===== src/verilog/tmc_defs.svh =====
// threshold map configuration: offsets, field positions, reset values
// assumes the includer uses these as plain constants
`ifndef TMC_DEFS_SVH
`define TMC_DEFS_SVH

`define TMC_ADDR_W 6
`define TMC_DATA_W 24
`define TMC_SEL_W 3
`define TMC_THR_W 10
`define TMC_NUM_THR 8

`define TMC_OFF_SEL_LOW 6'h2E
`define TMC_OFF_SEL_MID 6'h2F
`define TMC_OFF_SEL_GRP 6'h30

`define TMC_RST_SEL_LOW 24'h000000
`define TMC_RST_SEL_MID 24'h000000
`define TMC_RST_SEL_GRP 24'h000000

// writable masks; everything outside reads back zero
`define TMC_MASK_SEL_LOW 24'hFFFFFF
`define TMC_MASK_SEL_MID 24'h03FFFF
`define TMC_MASK_SEL_GRP 24'h1FFFFF

// field low bit positions
`define TMC_POS_MID_A 12
`define TMC_POS_MID_B 15
`define TMC_POS_HIGH_A 0
`define TMC_POS_HIGH_B 3
`define TMC_POS_HIGH_C 6
`define TMC_POS_S0_A 9
`define TMC_POS_S0_B 12
`define TMC_POS_S1_A 15
`define TMC_POS_S1_B 18

`endif


===== src/verilog/tmc_pkg.sv =====
// threshold map configuration types
// assumes tmc_defs.svh is on the include path
`include "tmc_defs.svh"
package tmc_pkg;
    typedef logic [`TMC_SEL_W-1:0] tmc_sel_type;
    typedef logic [`TMC_THR_W-1:0] tmc_thr_type;
    typedef logic [`TMC_DATA_W-1:0] tmc_word_type;
    typedef logic [`TMC_ADDR_W-1:0] tmc_addr_type;
endpackage


===== src/verilog/tmc_thr_mux.sv =====
// selects one of the eight threshold values by a 3-bit select
// assumes threshold values arrive packed, value n at bits 10n+9..10n
`timescale 1ns/1ps
`include "tmc_defs.svh"
module tmc_thr_mux (
    input wire tmc_pkg::tmc_sel_type sel,
    input wire logic [`TMC_NUM_THR*`TMC_THR_W-1:0] values,
    output tmc_pkg::tmc_thr_type chosen
);
    import tmc_pkg::*;
    always_comb begin
        chosen = values[sel*`TMC_THR_W +: `TMC_THR_W];
    end
endmodule // tmc_thr_mux


===== src/verilog/tmc_map_regs.sv =====
// three select words behind the parallel register port; single-cycle write
// strobe, registered read data; applied threshold values are resolved here
`timescale 1ns/1ps
`include "tmc_defs.svh"
module tmc_map_regs (
    input wire logic clk_sys,
    input wire logic srst,
    input wire tmc_pkg::tmc_addr_type reg_addr,
    input wire logic reg_wr,
    input wire tmc_pkg::tmc_word_type reg_wdata,
    input wire logic reg_rd,
    output tmc_pkg::tmc_word_type reg_rdata,
    output logic reg_hit,
    input wire logic [`TMC_NUM_THR*`TMC_THR_W-1:0] thr_values,
    output tmc_pkg::tmc_sel_type input_sel [24],
    output tmc_pkg::tmc_thr_type input_thr [12],
    output tmc_pkg::tmc_sel_type group_mid_a_select,
    output tmc_pkg::tmc_sel_type group_mid_b_select,
    output tmc_pkg::tmc_sel_type group_high_a_select,
    output tmc_pkg::tmc_sel_type group_high_b_select,
    output tmc_pkg::tmc_sel_type group_high_c_select,
    output tmc_pkg::tmc_sel_type sense0_a_select,
    output tmc_pkg::tmc_sel_type sense0_b_select,
    output tmc_pkg::tmc_sel_type sense1_a_select,
    output tmc_pkg::tmc_sel_type sense1_b_select,
    output tmc_pkg::tmc_thr_type group_mid_a_thr,
    output tmc_pkg::tmc_thr_type group_mid_b_thr,
    output tmc_pkg::tmc_thr_type group_high_a_thr,
    output tmc_pkg::tmc_thr_type group_high_b_thr,
    output tmc_pkg::tmc_thr_type group_high_c_thr,
    output tmc_pkg::tmc_thr_type sense0_a_thr,
    output tmc_pkg::tmc_thr_type sense0_b_thr,
    output tmc_pkg::tmc_thr_type sense1_a_thr,
    output tmc_pkg::tmc_thr_type sense1_b_thr
);
    import tmc_pkg::*;

    tmc_word_type sel_low_r, sel_low_nxt;
    tmc_word_type sel_mid_r, sel_mid_nxt;
    tmc_word_type sel_grp_r, sel_grp_nxt;
    tmc_word_type rdata_r, rdata_nxt;

    function automatic tmc_sel_type field(input tmc_word_type w, input int pos);
        field = w[pos +: `TMC_SEL_W];
    endfunction

    always_comb begin
        sel_low_nxt = sel_low_r;
        sel_mid_nxt = sel_mid_r;
        sel_grp_nxt = sel_grp_r;
        // reserved bits are masked on write so they never steer a select
        if (reg_wr) begin
            unique case (reg_addr)
                `TMC_OFF_SEL_LOW: sel_low_nxt = reg_wdata & `TMC_MASK_SEL_LOW;
                `TMC_OFF_SEL_MID: sel_mid_nxt = reg_wdata & `TMC_MASK_SEL_MID;
                `TMC_OFF_SEL_GRP: sel_grp_nxt = reg_wdata & `TMC_MASK_SEL_GRP;
                default: ;
            endcase
        end
    end

    always_comb begin
        rdata_nxt = rdata_r;
        if (reg_rd) begin
            unique case (reg_addr)
                `TMC_OFF_SEL_LOW: rdata_nxt = sel_low_r;
                `TMC_OFF_SEL_MID: rdata_nxt = sel_mid_r;
                `TMC_OFF_SEL_GRP: rdata_nxt = sel_grp_r;
                default: rdata_nxt = '0;
            endcase
        end
    end

    always_comb begin
        reg_hit = (reg_addr == `TMC_OFF_SEL_LOW) || (reg_addr == `TMC_OFF_SEL_MID) ||
                  (reg_addr == `TMC_OFF_SEL_GRP);
    end

    always_ff @(posedge clk_sys) begin
        if (srst) begin
            sel_low_r <= `TMC_RST_SEL_LOW;
            sel_mid_r <= `TMC_RST_SEL_MID;
            sel_grp_r <= `TMC_RST_SEL_GRP;
            rdata_r <= '0;
        end else begin
            sel_low_r <= sel_low_nxt;
            sel_mid_r <= sel_mid_nxt;
            sel_grp_r <= sel_grp_nxt;
            rdata_r <= rdata_nxt;
        end
    end

    assign reg_rdata = rdata_r;

    genvar k;
    generate
        for (k = 0; k < 8; k++) begin : g_low
            assign input_sel[k] = field(sel_low_r, 3 * k);
        end
        for (k = 0; k < 4; k++) begin : g_mid
            assign input_sel[8 + k] = field(sel_mid_r, 3 * k);
        end
        // grouped inputs carry their group's A select on the per-input view
        for (k = 12; k < 18; k++) begin : g_grp_mid
            assign input_sel[k] = group_mid_a_select;
        end
        for (k = 18; k < 24; k++) begin : g_grp_high
            assign input_sel[k] = group_high_a_select;
        end
        for (k = 0; k < 12; k++) begin : g_thr
            tmc_thr_mux u_mux (.sel(input_sel[k]), .values(thr_values), .chosen(input_thr[k]));
        end
    endgenerate

    assign group_mid_a_select = field(sel_mid_r, `TMC_POS_MID_A);
    assign group_mid_b_select = field(sel_mid_r, `TMC_POS_MID_B);
    assign group_high_a_select = field(sel_grp_r, `TMC_POS_HIGH_A);
    assign group_high_b_select = field(sel_grp_r, `TMC_POS_HIGH_B);
    assign group_high_c_select = field(sel_grp_r, `TMC_POS_HIGH_C);
    assign sense0_a_select = field(sel_grp_r, `TMC_POS_S0_A);
    assign sense0_b_select = field(sel_grp_r, `TMC_POS_S0_B);
    assign sense1_a_select = field(sel_grp_r, `TMC_POS_S1_A);
    assign sense1_b_select = field(sel_grp_r, `TMC_POS_S1_B);

    tmc_thr_mux u_mid_a (.sel(group_mid_a_select), .values(thr_values), .chosen(group_mid_a_thr));
    tmc_thr_mux u_mid_b (.sel(group_mid_b_select), .values(thr_values), .chosen(group_mid_b_thr));
    tmc_thr_mux u_high_a (.sel(group_high_a_select), .values(thr_values), .chosen(group_high_a_thr));
    tmc_thr_mux u_high_b (.sel(group_high_b_select), .values(thr_values), .chosen(group_high_b_thr));
    tmc_thr_mux u_high_c (.sel(group_high_c_select), .values(thr_values), .chosen(group_high_c_thr));
    tmc_thr_mux u_s0_a (.sel(sense0_a_select), .values(thr_values), .chosen(sense0_a_thr));
    tmc_thr_mux u_s0_b (.sel(sense0_b_select), .values(thr_values), .chosen(sense0_b_thr));
    tmc_thr_mux u_s1_a (.sel(sense1_a_select), .values(thr_values), .chosen(sense1_a_thr));
    tmc_thr_mux u_s1_b (.sel(sense1_b_select), .values(thr_values), .chosen(sense1_b_thr));
endmodule // tmc_map_regs


===== config.mk =====
export PLATFORM = sky130hd
export DESIGN_NAME = tmc_map_regs
export DESIGN_NICKNAME = d
export VERILOG_FILES = /design/src/verilog/tmc_pkg.sv /design/src/verilog/tmc_thr_mux.sv /design/src/verilog/tmc_map_regs.sv
export VERILOG_INCLUDE_DIRS = /design/src /design/src/verilog
export SDC_FILE = /design/constraint.sdc
export NUM_CORES = 1
export LEC_CHECK = 0
export BUFFER_PORTS_ARGS = -buffer_cell sky130_fd_sc_hd__buf_4
export CORE_MARGIN = 2
export CORE_UTILIZATION = 51
export DETAILED_ROUTE_END_ITERATION = 7
export HOLD_SLACK_MARGIN = 0.08
export PLACE_DENSITY_LB_ADDON = 0.15
export SETUP_SLACK_MARGIN = 0.15
export SYNTH_ARGS = -nofsm -noshare
export SYNTH_HDL_FRONTEND = slang
export SYNTH_SLANG_ARGS = --single-unit
export TNS_END_PERCENT = 10

===== constraint.sdc =====
create_clock -name clk_sys -period 1.55 [get_ports clk_sys]
set_clock_uncertainty 0.05 [all_clocks]
set_input_delay 0.0775 -clock clk_sys [delete_from_list [all_inputs] [get_ports clk_sys]]
set_output_delay 0.0775 -clock clk_sys [all_outputs]
set_load 0.01 [all_outputs]

==> impl_metrics.ini <==
[logic_synthesis]
synth_top_family_by_area = multiplexers
synth_edf_count = 0
mappedNetlistArea_um2 = 17300
async_reset_ff_share_pct = 0
ys_seq_elements = 87
synth_compound_area_share_pct = 3.36
synth_seq_area_share_pct = 10.1
yosys.area.top_type = mux4_2
postSynthAreaPerCell_um2 = 12.8
synth_fa_ha_area_share_pct = 0
yosysTopAreaCellShare_pct = 53.0
yosys_most_used_dff = dfxtp_1
synth_area_leaders = mux4_2 53%, mux2_2 15%, dfxtp_1 10%
yosysWarnings = 0
synthXorXnorAreaFrac_pct = 0
yosysMostFrequentCell = mux4_2
syn_nets = 1471
synth_common_cells = 408 x mux4_2, 228 x mux2_2, 214 x clkbuf_1
syn_inst = 1357
ys_types = 31
synthMuxAreaShare_pct = 72.1
synth_simple_gate_area_share_pct = 4.95

[sta]
relSlewSlack_pct = 73.1
drv_slew = 0
fin_crit_sh_pct = 134
hold_viol = 0
setup_viol = 210
rsz0062_at_grt = yes
worst_pin_slew_ns = 0.393
worst_slack_ns = -0.535
period_needed_ns = 2.08
fin_hold_ws_ns = 0.121
fmaxAchievable_mhz = 480
tns_ns = -94.02

[detailed_routing]
wl_mm = 81.9
via_count = 17000
viasPerCell = 7.95
met2_length_mm = 36.4
top_layer = met4
antenna_left = 0
met1_length_mm = 24.6
drcViolationCount = 0
drt_iter0_drc = 2836
wl_met3_mm = 14.2
dr.pass1.iters = 6
wl_per_cell_um = 38.3

[cells_and_area]
area_growth_pct = 40.3
fin_cells = 2139
nets = 1800
layout-drive-gt1-share_pct = 78.6
post-route-util_pct = 72.5
diodes = 0

[global_routing]
grt_usage_pct = 45.3
grt_pass1_vias = 16700
antenna_found_initial = 0
grt_pass1_wl_mm = 117
grt_max_degree = 43
grt_remaining_overflow = 0

[status]
status = complete, but fails checks
violations = negative setup slack

[clock_network]
htree_levels = 3
insertion_delay_ns = 0.36
path_clk_slew_ns = 0.07
clockRootBuffer = clkbuf_16
cts_buffers = 9
clockBufferDepth = 2
cts_sinks = 87
cts_tree = yes

[pwr]
power_frac_comb_pct = 47.7
peakVddDrop_uv = 554
powerDensity_nw_per_um2 = 347
power_frac_seq_pct = 26.3
p_int_mw = 5.42
power_frac_clock_pct = 26.0
netSwitchingPower_mw = 3.00
p_sw_share_pct = 35.6
power_leakage_nw = 8.73

[placed_design]
hpwl_mm = 54.5
placed_cells = 2082
numPortBuffers = 447
globalplace.congestion = 0.926
preCtsSetupSlack_ns = -0.177

[critical_path]
critPathKind = reg -> out
crit_fanout = 6
critical-path-max-stage-delay_ns = 0.49
worstPathRequired_ns = 1.42
cp-end-kind = output port
cp_slowest_cell = mux4_2
cp_data_arrival_time_ns = 1.96
critPathLaunchType = flip-flop
crit_chain = buf_12 -> mux4_2 -> mux2_4 -> buf_6

[floorplanning]
die_area_um2 = 35500
io_pins = 448
core_area_um2 = 33500
die_x_um = 188
die_h_um = 188
rows = 67
initial_core_util_pct = 51.7

[job]
maxCapViolations = 0

[worst_hold_path]
worstHoldPathType = in -> reg
kinds of logic (layout without fill, tap and decap cells):
kind of cell	count (synthesis)	in the layout
muxes	690	690
buffers and inverters	343	677
and+or+nand+nor	148	148
AOI/OAI and AO/OA	89	89
DFF	87	87
worst paths after layout:
kind                  from                   to  slack (ns)  cells past startpoint
max           sel_grp_r[3]  group_high_b_thr[3]       -0.53                      4
min            reg_addr[3]         sel_grp_r[9]        0.12                      5
max reg2reg   sel_mid_r[3]         reg_rdata[3]        0.21                      5
min reg2reg  reg_rdata[22]        reg_rdata[22]        0.43                      2
per-stage QoR:
stage | power (mW) | cell area [um2]
after CTS | 8.23 | 24000
final | 8.43 | 24300
after global placement | 5.63 | 22100
after global routing | 8.61 | 24300
after floorplan | 4.26 | 17800
after detailed placement | 5.68 | 22100
power groups by stage:
stage	sequential, mW	clock [mW]	combinational, mW
floorplan	2.27	0	1.98
global placement	2.27	0	3.36
detailed placement	2.27	0	3.41
CTS	2.22	2.20	3.81
global route	2.22	2.32	4.07
finish	2.22	2.19	4.02
routing by layer:
| metal | track usage (%) | up-vias |
|---|---|---|
| met5 | 0 | - |
| met4 | 27.7 | 0 |
| met3 | 17.3 | 435 |
| met2 | 69.0 | 1977 |
| met1 | 54.8 | 8405 |
| li1 | - | 6182 |
sequential cells by signal (all words and copies together), names as in the netlist:
name / cells
sel_low_r: 24
sel_grp_r: 21
reg_rdata: 24
sel_mid_r: 18
cell type report:
type                       count  area [um2]
multi-input combinational    927       14600
fill                        2215        9220
timing repair buffer         661        7000
sequential                    87        1820
tap                          448         561
clock buffer                   9         225
clock inverter                 7        61.3
repair_timing:
| action | 4_1_cts | 5_1_grt |
|---|---|---|
| cloned | 1 | 1 |
| setup buffers | 7 | 5 |
| endpoints found under the hold margin | 74 | 0 |
| resized for setup | 339 | 72 |
| hold buffers | 27 | 0 |
| setup endpoints to repair | 211 | 225 |
| pin swaps | 1 | 3 |
worst max-delay path, delay by kind of cell, from the launching register on:
| family | cells | cell delay [ns] |
|---|---|---|
| flip-flops | 1 | 0.48 |
| multiplexers | 2 | 0.81 |
| buffers and inverters | 2 | 0.31 |
placed cells by master, fill, tap and decap left out, types with 10 or more instances in the layout:
master,count
mux2i_1,42
buf_12,89
mux2_2,36
mux2_4,192
dlygate4sd3_1,27
clkbuf_16,10
mux4_2,419
buf_6,213
nand2b_1,69
a22oi_1,20
a21oi_1,24
dfxtp_1,64
o21ai_1,20
nand2_1,21
nand3_1,42
buf_4,327
a32oi_1,21
dfxtp_4,21
Power figures use the tool's default switching activity.
